===== config.mk =====
export PLATFORM = sky130hd
export DESIGN_NAME = ctt_core
export DESIGN_NICKNAME = d
export VERILOG_FILES = /design/src/rtl/ctt_pkg.sv /design/src/rtl/ctt_core.sv
export SDC_FILE = /design/constraint.sdc
export NUM_CORES = 1
export LEC_CHECK = 0
export ABC_AREA = 0
export BUFFER_PORTS_ARGS = -buffer_cell sky130_fd_sc_hd__buf_2
export CAP_MARGIN = 20
export CORE_MARGIN = 2
export CORE_UTILIZATION = 56
export DETAILED_ROUTE_END_ITERATION = 7
export GPL_TIMING_DRIVEN = 0
export PLACE_DENSITY_LB_ADDON = 0.1
export SLEW_MARGIN = 20
export SYNTH_ARGS = -nofsm -noshare
export SYNTH_HDL_FRONTEND = slang
export SYNTH_SLANG_ARGS = --single-unit

===== constraint.sdc =====
create_clock -name clk -period 3.1 [get_ports clk]
set_input_delay 0.465 -clock clk [delete_from_list [all_inputs] [get_ports clk]]
set_output_delay 0.465 -clock clk [all_outputs]
set_load 0.02 [all_outputs]

===== src/rtl/ctt_pkg.sv =====
package ctt_pkg;

  // register byte addresses on the bus
  localparam logic [7:0] ADDR_CTRL_PRI   = 8'h00;
  localparam logic [7:0] ADDR_CTRL_SEC   = 8'h04;
  localparam logic [7:0] ADDR_CNT_LO     = 8'h08;
  localparam logic [7:0] ADDR_CNT_HI     = 8'h0c;
  localparam logic [7:0] ADDR_FINE_LO    = 8'h10;
  localparam logic [7:0] ADDR_FINE_HI    = 8'h14;
  localparam logic [7:0] ADDR_INT_STAT   = 8'h18;
  localparam logic [7:0] ADDR_INT_MASK   = 8'h1c;

  // primary control fields
  localparam int HOLD_BIT      = 7;
  localparam int CLKSEL_LSB    = 4;
  localparam int RUN_BIT       = 3;
  localparam int COARSE_LSB    = 0;

  // secondary control fields
  localparam int MODE_LSB      = 6;
  localparam int ACTION_LSB    = 4;
  localparam int INIT_BIT      = 3;
  localparam int INVERT_BIT    = 2;
  localparam int SWAP_BIT      = 1;
  localparam int CLRSRC_BIT    = 0;

  // interrupt status / mask bits
  localparam int INT_FINE_BIT   = 0;
  localparam int INT_COARSE_BIT = 1;

  // values after reset
  localparam logic [7:0] CTRL_PRI_RESET = 8'h00;
  localparam logic [7:0] CTRL_SEC_RESET = 8'h00;
  localparam logic [9:0] FINE_RESET     = 10'h000;
  localparam logic [1:0] INT_MASK_RESET = 2'h0;

  // prescaler terminal values for the divided internal clocks; counter top value and coarse field shift
  localparam logic [5:0] DIV4_MASK      = 6'h03;
  localparam logic [5:0] DIV16_MASK     = 6'h0f;
  localparam logic [5:0] DIV64_MASK     = 6'h3f;
  localparam logic [9:0] COUNT_MAX      = 10'h3ff;
  localparam int         COARSE_SHIFT   = 7;

  typedef enum logic [2:0] {
    CTT_SRC_SYS4, CTT_SRC_SYS, CTT_SRC_HI16, CTT_SRC_HI64,
    CTT_SRC_TBC0, CTT_SRC_TBC1, CTT_SRC_EXTR, CTT_SRC_EXTF
  } ctt_clksrc_t;

  typedef enum logic [1:0] {
    CTT_MODE_CMP, CTT_MODE_UNDEF, CTT_MODE_PWM, CTT_MODE_TMR
  } ctt_mode_t;

endpackage


===== src/rtl/ctt_core.sv =====
// Added by the designer: the APB interface to the registers and the register offsets.
`timescale 1ns/1ns
module ctt_core (
  // clock, reset, enable
  input  wire logic        clk,
  input  wire logic        rst,
  input  wire logic        clkEn,
  // apb slave
  input  wire logic        psel,
  input  wire logic        penable,
  input  wire logic        pwrite,
  input  wire logic [7:0]  paddr,
  input  wire logic [31:0] pwdata,
  output logic      [31:0] prdata,
  output logic             pready,
  output logic             pslverr,
  // clock sources from the system
  input  wire logic        highClkTick,
  input  wire logic        timebaseTick,
  // pins
  input  wire logic        extClockPin,
  output logic             timerOutputPin,
  // interrupt
  output logic             irq
);

  typedef struct packed {
    logic [7:0]  ctrlPri;
    logic [7:0]  ctrlSec;
    logic [9:0]  fine;
    logic [9:0]  cnt;
    logic        wrapPend;
    logic        runPrev;
    logic        extPrev;
    logic [5:0]  pre;
    logic [5:0]  hiPre;
    logic        pinLvl;
    logic [1:0]  intSts;
    logic [1:0]  intMask;
    logic [31:0] rdata;
    logic        ready;
    logic        slvErr;
    logic        outPin;
    logic        irqOut;
  } ctt_state_t;

  ctt_state_t s_q;
  ctt_state_t s_d;

  // decoded controls
  logic              hold;
  logic              run;
  logic              runRise;
  ctt_pkg::ctt_clksrc_t clkSel;
  logic [2:0]        coarse;
  ctt_pkg::ctt_mode_t mode;
  logic [1:0]        action;
  logic              initLvl;
  logic              invert;
  logic              swap;
  logic              clrSrc;
  // counting
  logic              tick;
  logic              adv;
  logic [9:0]        nxt;
  logic [9:0]        coarseVal;
  logic              coarseHit;
  logic              fineHit;
  logic              selMatch;
  logic [9:0]        duty;
  logic              pwmActive;
  // bus
  logic              wrEn;
  logic              setupRd;
  logic [1:0]        intSet;
  logic [1:0]        intClr;

  assign hold    = s_q.ctrlPri[ctt_pkg::HOLD_BIT];
  assign run     = s_q.ctrlPri[ctt_pkg::RUN_BIT];
  assign clkSel  = ctt_pkg::ctt_clksrc_t'(s_q.ctrlPri[ctt_pkg::CLKSEL_LSB +: 3]);
  assign coarse  = s_q.ctrlPri[ctt_pkg::COARSE_LSB +: 3];
  assign mode    = ctt_pkg::ctt_mode_t'(s_q.ctrlSec[ctt_pkg::MODE_LSB +: 2]);
  assign action  = s_q.ctrlSec[ctt_pkg::ACTION_LSB +: 2];
  assign initLvl = s_q.ctrlSec[ctt_pkg::INIT_BIT];
  assign invert  = s_q.ctrlSec[ctt_pkg::INVERT_BIT];
  assign swap    = s_q.ctrlSec[ctt_pkg::SWAP_BIT];
  assign clrSrc  = s_q.ctrlSec[ctt_pkg::CLRSRC_BIT];
  // rising edge of the run bit, seen the cycle after the write
  assign runRise = run && !s_q.runPrev;

  // counting clock selection; divided clocks come from free prescalers
  always_comb
  begin
    case (clkSel)
      ctt_pkg::CTT_SRC_SYS4: tick = (s_q.pre[1:0] == ctt_pkg::DIV4_MASK[1:0]);
      ctt_pkg::CTT_SRC_SYS:  tick = 1'b1;
      ctt_pkg::CTT_SRC_HI16: tick = highClkTick && (s_q.hiPre[3:0] == ctt_pkg::DIV16_MASK[3:0]);
      ctt_pkg::CTT_SRC_HI64: tick = highClkTick && (s_q.hiPre == ctt_pkg::DIV64_MASK);
      ctt_pkg::CTT_SRC_TBC0: tick = timebaseTick;
      ctt_pkg::CTT_SRC_TBC1: tick = timebaseTick;
      ctt_pkg::CTT_SRC_EXTR: tick = extClockPin && !s_q.extPrev;
      default:               tick = !extClockPin && s_q.extPrev;
    endcase
  end

  // comparators look at the value the counter is about to take
  assign adv       = run && !hold && tick && !runRise;
  assign nxt       = s_q.cnt + 10'h001;
  assign coarseVal = {coarse, 7'h00};
  assign coarseHit = (coarse == 3'h0) ? (s_q.cnt == ctt_pkg::COUNT_MAX)
                                      : (nxt == coarseVal);
  assign fineHit   = (nxt == s_q.fine);
  // overflow needs no pending clear: the wrap itself lands on zero
  always_comb
  begin
    if (mode == ctt_pkg::CTT_MODE_PWM)
      selMatch = swap ? fineHit : (coarseHit && coarse != 3'h0);
    else if (clrSrc)
      selMatch = fineHit;
    else
      selMatch = coarseHit && coarse != 3'h0;
  end

  // pwm duty from whichever comparator is not the period
  assign duty      = swap ? coarseVal : s_q.fine;
  assign pwmActive = (s_q.cnt < duty);

  // apb: setup cycle prepares answer, access cycle completes it
  assign setupRd = psel && !penable && !pwrite;
  assign wrEn    = psel && penable && pwrite && s_q.ready;
  assign intClr  = (wrEn && paddr == ctt_pkg::ADDR_INT_STAT) ? pwdata[1:0] : 2'h0;

  // next state
  always_comb
  begin
    s_d        = s_q;
    intSet     = 2'h0;
    s_d.pre    = s_q.pre + 6'h01;
    s_d.hiPre  = highClkTick ? s_q.hiPre + 6'h01 : s_q.hiPre;
    s_d.extPrev = extClockPin;
    s_d.runPrev = run;

    // counter; software reaches it only through the run edge
    if (runRise)
    begin
      s_d.cnt      = 10'h000;
      s_d.wrapPend = 1'b0;
      s_d.pinLvl   = initLvl;
    end
    else if (adv)
    begin
      if (s_q.wrapPend)
      begin
        s_d.cnt      = 10'h000;
        s_d.wrapPend = 1'b0;
      end
      else
      begin
        s_d.cnt      = nxt;
        s_d.wrapPend = selMatch;
        intSet[ctt_pkg::INT_FINE_BIT]   = fineHit;
        // coarse flag suppressed when fine clears outside pwm
        intSet[ctt_pkg::INT_COARSE_BIT] = coarseHit &&
          (mode == ctt_pkg::CTT_MODE_PWM || !clrSrc);
        if (mode == ctt_pkg::CTT_MODE_CMP && fineHit)
        begin
          case (action)
            2'h1:    s_d.pinLvl = 1'b0;
            2'h2:    s_d.pinLvl = 1'b1;
            2'h3:    s_d.pinLvl = !s_q.pinLvl;
            default: s_d.pinLvl = s_q.pinLvl;
          endcase
        end
      end
    end

    // pin per mode; timer mode leaves the pin idle
    case (mode)
      ctt_pkg::CTT_MODE_PWM:
        case (action)
          2'h1:    s_d.outPin = initLvl ^ invert;
          2'h2:    s_d.outPin = (pwmActive ? initLvl : !initLvl) ^ invert;
          default: s_d.outPin = !initLvl ^ invert;
        endcase
      ctt_pkg::CTT_MODE_TMR: s_d.outPin = 1'b0;
      default:               s_d.outPin = s_d.pinLvl ^ invert;
    endcase

    // register writes at the completing access edge
    if (wrEn)
    begin
      if (paddr == ctt_pkg::ADDR_CTRL_PRI)
        s_d.ctrlPri = pwdata[7:0];
      else if (paddr == ctt_pkg::ADDR_CTRL_SEC)
        s_d.ctrlSec = pwdata[7:0];
      else if (paddr == ctt_pkg::ADDR_FINE_LO)
        s_d.fine[7:0] = pwdata[7:0];
      else if (paddr == ctt_pkg::ADDR_FINE_HI)
        s_d.fine[9:8] = pwdata[1:0];
      else if (paddr == ctt_pkg::ADDR_INT_MASK)
        s_d.intMask = pwdata[1:0];
    end

    // sticky flags: a new event wins over the clear
    s_d.intSts = (s_q.intSts & ~intClr) | intSet;
    s_d.irqOut = |(s_d.intSts & s_d.intMask);

    // answer prepared in setup, presented in the access phase
    s_d.ready  = psel && !penable;
    s_d.slvErr = 1'b0;
    s_d.rdata  = 32'h0000_0000;
    if (psel && !penable)
    begin
      if (paddr == ctt_pkg::ADDR_CTRL_PRI)
        s_d.rdata[7:0] = s_q.ctrlPri;
      else if (paddr == ctt_pkg::ADDR_CTRL_SEC)
        s_d.rdata[7:0] = s_q.ctrlSec;
      else if (paddr == ctt_pkg::ADDR_CNT_LO)
        s_d.rdata[7:0] = s_q.cnt[7:0];
      else if (paddr == ctt_pkg::ADDR_CNT_HI)
        s_d.rdata[1:0] = s_q.cnt[9:8];
      else if (paddr == ctt_pkg::ADDR_FINE_LO)
        s_d.rdata[7:0] = s_q.fine[7:0];
      else if (paddr == ctt_pkg::ADDR_FINE_HI)
        s_d.rdata[1:0] = s_q.fine[9:8];
      else if (paddr == ctt_pkg::ADDR_INT_STAT)
        s_d.rdata[1:0] = s_q.intSts;
      else if (paddr == ctt_pkg::ADDR_INT_MASK)
        s_d.rdata[1:0] = s_q.intMask;
      else
        s_d.slvErr = 1'b1; // unmapped
    end
    if (!setupRd)
      s_d.rdata = (psel && !penable) ? 32'h0000_0000 : s_q.rdata;
  end

  // state register; enable low freezes everything
  always_ff @(posedge clk or posedge rst)
  begin
    if (rst)
    begin
      s_q         <= '0;
      s_q.ctrlPri <= ctt_pkg::CTRL_PRI_RESET;
      s_q.ctrlSec <= ctt_pkg::CTRL_SEC_RESET;
      s_q.fine    <= ctt_pkg::FINE_RESET;
      s_q.intMask <= ctt_pkg::INT_MASK_RESET;
    end
    else if (clkEn)
      s_q <= s_d;
  end

  assign prdata         = s_q.rdata;
  assign pready         = s_q.ready;
  assign pslverr        = s_q.slvErr;
  assign timerOutputPin = s_q.outPin;
  assign irq            = s_q.irqOut;
endmodule // ctt_core


==> reports/qor.yml, run 1 <==
area_growth_syn_to_layout_pct: 13.2
p_leak_nw: 2.33
yosys_warnings: 0
clk_path_buf_depth: 2
overflow: 0
p_per_area_nw_per_um2: 372
clock_skew_ns: 0.0103
grt_pass1_vias: 3426
viasPerCell: 5.76
hpwl_um: 8160
cts_buffers: 9
path_max_fanout: 13
antenna_found_initial: 0
post-route-util: 0.647
finalCritPeriodShare: 0.949
drt_iter0_markers: 264
n_fill_cell: 698
start_util: 0.572
max_stage_delay_ns: 0.58
ir_worst_vdd_mv: 0.289
p_int_mw: 1.30
wl_per_cell_um: 16.8
hp-class: "primary input to async pin"
worstMarginPinSlew_ns: 0.879
rsz0062_at_grt: "no"
place.gp.congestion: 0.907
syn_inst: 467
antenna_cells: 0
slew_viol_final: 0
synthMostInstantiatedCell: "dfrtp_1"
path_cells: "nand2b_1 -> ha_1 -> a21o_1 -> a2111oi_2 -> o21ai_1 -> a211oi_1 -> o21bai_1 -> a211oi_2 -> a211o_1 -> nand3_1"
seq_area_frac_synth: 0.366
p_switching_mw: 0.539
vias: 3688
yosys_register_bits: 64
netlist_area_um2: 4370
drt-total-wl_um: 10700
num_rows: 32
final_nets: 597
status: "complete, no violations"
post-route-drc-count: 0
ys_async_sr_fraction: 1.00
root_buffer: "clkbuf_8"
globalRouteTotalUtil: 0.267
cts.sinks: 64
setup_viol: 0
startpoint: "s_q[77]$_DFFE_PP0P_"
netlist-cell-type-count: 69
slowest_stage: "dfrtp_1"
worstSetupPathType: "flip-flop to flip-flop"
setup_tns_ns: 0
die_w_um: 92.4
postCtsSetupBuffers: 0
r2r_cells: 10
regToRegEndpoint: "timerOutputPin$_DFFE_PP0P_"
p_seq_frac: 0.515
synth_area_leaders: "dfrtp_1 (37%), mux2_2 (8.5%), buf_4 (5.7%), ha_1 (4.3%), o21ai_0 (4.0%)"
max_cap_viol_count: 0
synth-main-ff-cell: "dfrtp_1"
io_buffers: 32
avgSynthCellArea_um2: 9.37
startpoint_type: "flip-flop"
endpoint_kind: "flip-flop"
r2r-start: "s_q[77]$_DFFE_PP0P_"
synth_top_area_share: 0.366
ant_nets: 0
io_pins: 85
r2r_slack_ns: 0.16
yosys.area.top_type: "dfrtp_1"
clock_latency_ns: 0.36
max_freq_mhz: 340
dieArea_um2: 8530
first_pass_iters: 5
arrival_ns: 3.18
hold_viol_final: 0
core_um2: 7650
clockPowerShare: 0.341
synth_common_cells: "dfrtp_1 (64), nor2_1 (41), nand2_1 (40)"
grt_max_degree: 55
drive_gt1_frac: 0.260
hold_ws_ns: 0.0157
cts_tree: "done"
synth-edff-count: 0
slew_headroom: 0.411
cts_hold_buffers: 0
critPathBufInv: 0
power.total_mw: 1.84
grt_pass1_wl_um: 17600
cp_data_required_time_ns: 3.34
cts-htree-levels: 3
crit_path_end: "timerOutputPin$_DFFE_PP0P_"
die_h_um: 92.4
cp.depth: 10
comb_power_share: 0.143
clk_pin_slew_ns: 0.07
swShare: 0.292
path_delay_family: "compound AO/OA/AOI/OAI gates"
post-route-min-period_ns: 2.94
-- logic make-up after synthesis --
kind of cell,share of synthesized area
multiplexers,0.118
XOR/XNOR,0.0360
AND/OR/NAND/NOR,0.180
other,0.000857
flip-flops,0.366
adder cells (fa/ha/maj),0.0429
AO/OA/AOI/OAI,0.167
buffers and inverters,0.0881
-- metrics by stage --
stage | instances | setup slack (ns) | cell area, µm²
floorplan | 490 | 0.577 | 4460
global placement | 624 | -0.328 | 4750
detailed placement | 625 | -0.332 | 4780
CTS | 640 | 0.137 | 4940
global route | 640 | 0.0254 | 4950
finish | 640 | 0.159 | 4950
-- power by group through the flow --
stage	Combinational [mW]	Sequential, mW	Clock, mW
2_1_floorplan	0.195	0.958	0
3_3_place_gp	0.248	0.961	0
3_5_place_dp	0.264	0.964	0
4_1_cts	0.265	0.949	0.640
5_1_grt	0.299	0.957	0.671
6_report	0.264	0.950	0.629
-- what timing repair did --
action | in CTS | in global routing
pin swaps | 0 | 0
endpoints found under the setup margin | 1 | 1
gates resized for setup | 2 | 1
-- placed cells by master (no fill, tap or decap), types with 13 or more instances in the layout --
cell      netlist  layout
buf_2           5      37
nor2_1         41      41
o21ai_0        35      35
buf_4          33      33
conb_1          1      24
clkbuf_1       13      13
dfrtp_1        64      64
mux2_2         33      33
ha_1           15      15
nand2_1        40      40
-- layout make-up --
| cell class | instances | area [µm²] | share of cell area |
|---|---|---|---|
| well taps | 102 | 128 | 0.0258 |
| plain buffers | 52 | 333 | 0.0672 |
| flip-flops and latches | 64 | 1600 | 0.324 |
| multi-input cells | 360 | 2480 | 0.502 |
| repair buffers | 33 | 188 | 0.0379 |
| inverters | 13 | 51.3 | 0.0104 |
| clock inverters | 6 | 36.3 | 0.00733 |
| clock buffers | 10 | 128 | 0.0258 |
-- how the worst min path moves through the flow --
stage,endpoint,cells past startpoint
detailed placement,s_q[72]$_DFFE_PP0P_,2
floorplan,s_q[46]$_DFFE_PP0P_,1
finish,s_q[61]$_DFFE_PP0P_,2
global route,s_q[71]$_DFFE_PP0P_,2
CTS,s_q[72]$_DFFE_PP0P_,2
global placement,s_q[47]$_DFFE_PP0P_,1
-- layer usage --
metal / routed length (µm) / part of all wire / vias up / track usage
li1: - / - / 1753 / -
met1: 5090 / 0.47 / 1768 / 0.397
met2: 4800 / 0.45 / 139 / 0.392
met3: 584 / 0.054 / 28 / 0.0448
met4: 259 / 0.024 / 0 / 0.0983
met5: 0 / 0 / - / 0
-- registers in the layout (all words and copies together) (netlist names) --
register / count
clkSel: 3
mode: 2
clrSrc: 1
pready: 1
timerOutputPin: 1
pslverr: 1
initLvl: 1
irq: 1
prdata: 8
hold: 1
invert: 1
run: 1
action: 2
coarse: 3
s_q: 37
Power figures use the tool's default switching activity.
==> run 2, diff against run 1 <==
HOLD_SLACK_MARGIN = 0.03   (was unset)
==> run 2 against run 1 <==
Flip-flop and latch count unchanged. Clock power about the same. Global-route usage unchanged. Combinational power about the same. Critical path depth unchanged. Worst hold slack better by 0.35 ns. Via count down 0.38%. Final cell count up 0.16%. Clock skew about the same. Clock-buffer cell count unchanged. Sequential power about the same. Critical path type unchanged. Critical endpoint unchanged. Largest power group unchanged.
==> reports/qor.yml, run 2 (synthesis results as in run 1) <==
status: "complete, no violations"
core_um2: 7650
hp-class: "primary input to flip-flop"
wl_per_cell_um: 16.7
rsz0062_at_grt: "no"
hold_viol_final: 0
largest_reg_flops: 37
p_per_area_nw_per_um2: 371
root_buffer: "clkbuf_8"
die_h_um: 92.4
clock_skew_ns: 0.0106
max_cap_viol_count: 0
cts.sinks: 64
endpoint_kind: "flip-flop"
dieArea_um2: 8530
n_fill_cell: 697
regMostFlops: "s_q"
first_pass_iters: 5
ant_nets: 0
place.gp.congestion: 0.907
io_buffers: 32
post-route-drc-count: 0
num_rows: 32
viasPerCell: 5.73
vias: 3674
overflow: 0
slew_viol_final: 0
ir_worst_vdd_mv: 0.289
r2r_cells: 10
drt_iter0_markers: 329
globalRouteTotalUtil: 0.267
grt_pass1_wl_um: 17600
postPlaceCellArea_um2: 4780
antenna_cells: 0
io_pins: 85
slew_headroom: 0.428
final_cell_area_um2: 4960
grt_pass1_vias: 3426
antenna_found_initial: 0
drive_gt1_frac: 0.260
clk_pin_slew_ns: 0.07
path_max_fanout: 13
p_leak_nw: 2.33
finalCritPeriodShare: 0.948
setup_tns_ns: 0
mostFrequentLayoutCells: "dfrtp_1 (64), nor2_1 (41), nand2_1 (40), buf_2 (37), o21ai_0 (35)"
min_path_cells: 2
clk_path_buf_depth: 2
post-route-min-period_ns: 2.94
die_w_um: 92.4
cp_data_required_time_ns: 3.34
cts-htree-levels: 3
setup_viol: 0
worstSetupPathType: "flip-flop to flip-flop"
clock_latency_ns: 0.36
startpoint_type: "flip-flop"
grt_max_degree: 55
arrival_ns: 3.18
start_util: 0.572
max_freq_mhz: 340
drt-total-wl_um: 10700
hpwl_um: 8160
cts_tree: "done"
worstMarginPinSlew_ns: 0.853
cts_buffers: 9
final_nets: 598
layout_commonest_cell: "dfrtp_1"
area_growth_syn_to_layout_pct: 13.4
## run 2: cell count changes in the layout (fill, tap and decap cells not counted)
cell           change
dlygate4sd3_1      +1
## run 2: per-stage QoR
step / hold slack (ns) / power, mW / instances / utilization / setup slack (ns)
6_report: 0.364 / 1.84 / 641 / 0.649 / 0.160
5_1_grt: 0.370 / 1.93 / 641 / 0.649 / 0.0254
4_1_cts: 0.355 / 1.85 / 641 / 0.648 / 0.137
3_5_place_dp: 0.393 / 1.23 / 625 / 0.625 / -0.332
3_3_place_gp: 0.462 / 1.21 / 624 / 0.621 / -0.328
2_1_floorplan: 0.446 / 1.15 / 490 / - / 0.577
## run 2: path summary, 6_finish.rpt
kind                                          start                          to  slack [ns]
worst min-delay path                    extClockPin         s_q[53]$_DFFE_PP0P_        0.36
worst min register to register  s_q[47]$_DFFE_PP0P_         s_q[47]$_DFFE_PP0P_        0.48
worst max-delay path            s_q[77]$_DFFE_PP0P_  timerOutputPin$_DFFE_PP0P_        0.16
min in group asynchronous                       rst         s_q[61]$_DFFE_PP0P_        0.57
max in group asynchronous                       rst         s_q[75]$_DFFE_PP0P_        2.03
worst max register to register  s_q[77]$_DFFE_PP0P_  timerOutputPin$_DFFE_PP0P_        0.16
## run 2: where the power goes
| part | leakage (nW) | total (mW) | switching (mW) | internal [mW] |
|---|---|---|---|---|
| Clock | 0.0858 | 0.629 | 0.343 | 0.285 |
| Combinational | 1.39 | 0.264 | 0.144 | 0.120 |
| Sequential | 0.852 | 0.950 | 0.0511 | 0.898 |
## run 2: cell type report
type                            count  area (µm²)  share of cell area
Timing Repair Buffer               34         198              0.0399
Buffer                             52         333              0.0671
Clock buffer                       10         128              0.0257
Tap cell                          102         128              0.0257
Sequential cell                    64        1600               0.323
Clock inverter                      6        36.3             0.00732
Multi-Input combinational cell    360        2480               0.501
Inverter                           13        51.3              0.0103
## run 2: repair_timing
item                                    4_1_cts  5_1_grt
pin swaps                                     0        0
buffers inserted                              0        0
endpoints found under the setup margin        1        1
gates resized for setup                       2        1
hold buffers                                  1        0
hold endpoints to repair                     10        0
## run 2: routing by layer
layer / global-route usage / up-vias / wire length, µm
li1: - / 1760 / -
met1: 0.397 / 1742 / 4970
met2: 0.392 / 151 / 4820
met3: 0.0448 / 21 / 707
met4: 0.0983 / 0 / 204
met5: 0 / - / 0
## run 2: worst max-delay path, stage by stage (launching register included)
cell	delay, ns
dfrtp_1	0.57
nand2b_1	0.24
ha_1	0.29
a21o_1	0.19
a2111oi_2	0.49
o21ai_1	0.18
a211oi_1	0.26
o21bai_1	0.11
a211oi_2	0.29
a211o_1	0.15
nand3_1	0.06
==> run 3, diff against run 2 <==
CORE_UTILIZATION = 60   (was 56)
clock period = 3.7 ns   (was 3.1 ns; I/O delays follow)
==> run 3 against run 2 <==
Clock power grew 23%. Sequential power decreased by 16%. Non-clock buffer count unchanged. Worst hold slack got worse by 0.16 ns.
==> reports/qor.yml, run 3 (synthesis results as in run 1) <==
worstMarginPinSlew_ns: 0.860
ant_nets: 0
regMostFlops: "s_q"
clock_latency_ns: 0.36
p_per_area_nw_per_um2: 356
max_freq_mhz: 307
hp-class: "primary input to async pin"
antenna_cells: 0
clock_skew_ns: 0.0144
arrival_ns: 3.49
core_um2: 7140
slew_viol_final: 0
post-route-min-period_ns: 3.26
startpoint_type: "flip-flop"
vias: 3741
layout_commonest_cell: "dfrtp_1"
area_growth_syn_to_layout_pct: 14.7
postCtsSetupBuffers: 0
globalRouteTotalUtil: 0.288
io_pins: 85
drt_iter0_markers: 317
endpoint_kind: "flip-flop"
hold_ws_ns: 0.201
cts_hold_buffers: 0
largest_reg_flops: 37
max_cap_viol_count: 0
post-route-drc-count: 0
drt-total-wl_um: 11000
die_h_um: 89.4
root_buffer: "clkbuf_8"
finalCritPeriodShare: 0.881
p_leak_nw: 2.36
place.gp.congestion: 0.944
dp_slack_ns: 0.569
postPlaceCellArea_um2: 4770
hpwl_um: 8200
worstSetupPathType: "flip-flop to flip-flop"
wl_per_cell_um: 17.3
start_util: 0.613
critPathBufInv: 1
status: "complete, no violations"
setup_ws_ns: 0.441
first_pass_iters: 5
cts_tree: "done"
ir_worst_vdd_mv: 0.275
clk_pin_slew_ns: 0.08
antenna_found_initial: 0
rsz0062_at_grt: "no"
max_stage_delay_ns: 0.59
cts.sinks: 64
cp_data_required_time_ns: 3.93
setup_tns_ns: 0
final_nets: 598
viasPerCell: 5.86
slowest_stage: "a2111oi_0"
path_max_fanout: 10
hold_viol_final: 0
slew_headroom: 0.423
setup_viol: 0
post_cts_resized: 0
cts-htree-levels: 3
clk_path_buf_depth: 2
overflow: 0
drive_gt1_frac: 0.258
grt_pass1_vias: 3279
crit_path_frequent_cell: "a211oi_1"
die_w_um: 89.4
post-route-util: 0.703
n_fill_cell: 617
grt_max_degree: 35
dieArea_um2: 7990
io_buffers: 32
grt_pass1_wl_um: 17100
cts_buffers: 9
path_cells: "clkbuf_1 -> nand2b_1 -> ha_1 -> a21o_1 -> a2111oi_0 -> o21ai_1 -> a211oi_1 -> o21bai_1 -> a211oi_1 -> a211o_1 -> nand3_1"
num_rows: 31
final_cell_area_um2: 5020
path_delay_family: "compound AO/OA/AOI/OAI gates"
mostFrequentLayoutCells: "dfrtp_1 (64), nor2_1 (41), nand2_1 (40), buf_2 (37), o21ai_0 (35)"
run 3: power breakdown:
part           internal, mW  switching [mW]
registers             0.752          0.0433
clock network         0.457           0.314
logic                0.0991           0.121
run 3: per-stage QoR:
step	instances	power [mW]
2_1_floorplan	490	0.966
3_3_place_gp	621	1.01
3_5_place_dp	622	1.03
4_1_cts	638	1.79
5_1_grt	638	1.86
6_report	638	1.79
run 3: worst paths after layout:
kind,from,end,slack [ns],depth (start not counted)
setup / recovery,s_q[77]$_DFFE_PP0P_,timerOutputPin$_DFFE_PP0P_,0.44,11
hold / removal,rst,s_q[71]$_DFFE_PP0P_,0.20,2
setup reg to reg,s_q[77]$_DFFE_PP0P_,timerOutputPin$_DFFE_PP0P_,0.44,11
hold reg to reg,s_q[46]$_DFFE_PP0P_,s_q[46]$_DFFE_PP0P_,0.48,1
max in group asynchronous,rst,s_q[74]$_DFFE_PP0P_,2.99,3
min in group clk,extClockPin,s_q[53]$_DFFE_PP0P_,0.45,2
run 3: cell type report:
cell class	count	area (µm²)	area share
multi-input cells	360	2470	0.493
inverters	13	51.3	0.0102
clock buffers	9	124	0.0247
flip-flops and latches	64	1600	0.319
well taps	99	124	0.0247
clock inverters	7	128	0.0254
repair buffers	33	180	0.0359
plain buffers	53	337	0.0671
run 3: metal layers:
| layer | global-route usage | wire length [µm] | up-vias |
|---|---|---|---|
| met4 | 0.0868 | 258 | 0 |
| met2 | 0.447 | 5160 | 154 |
| met1 | 0.398 | 4770 | 1806 |
| met3 | 0.0739 | 818 | 28 |
| li1 | - | - | 1753 |
| met5 | 0 | 0 | - |
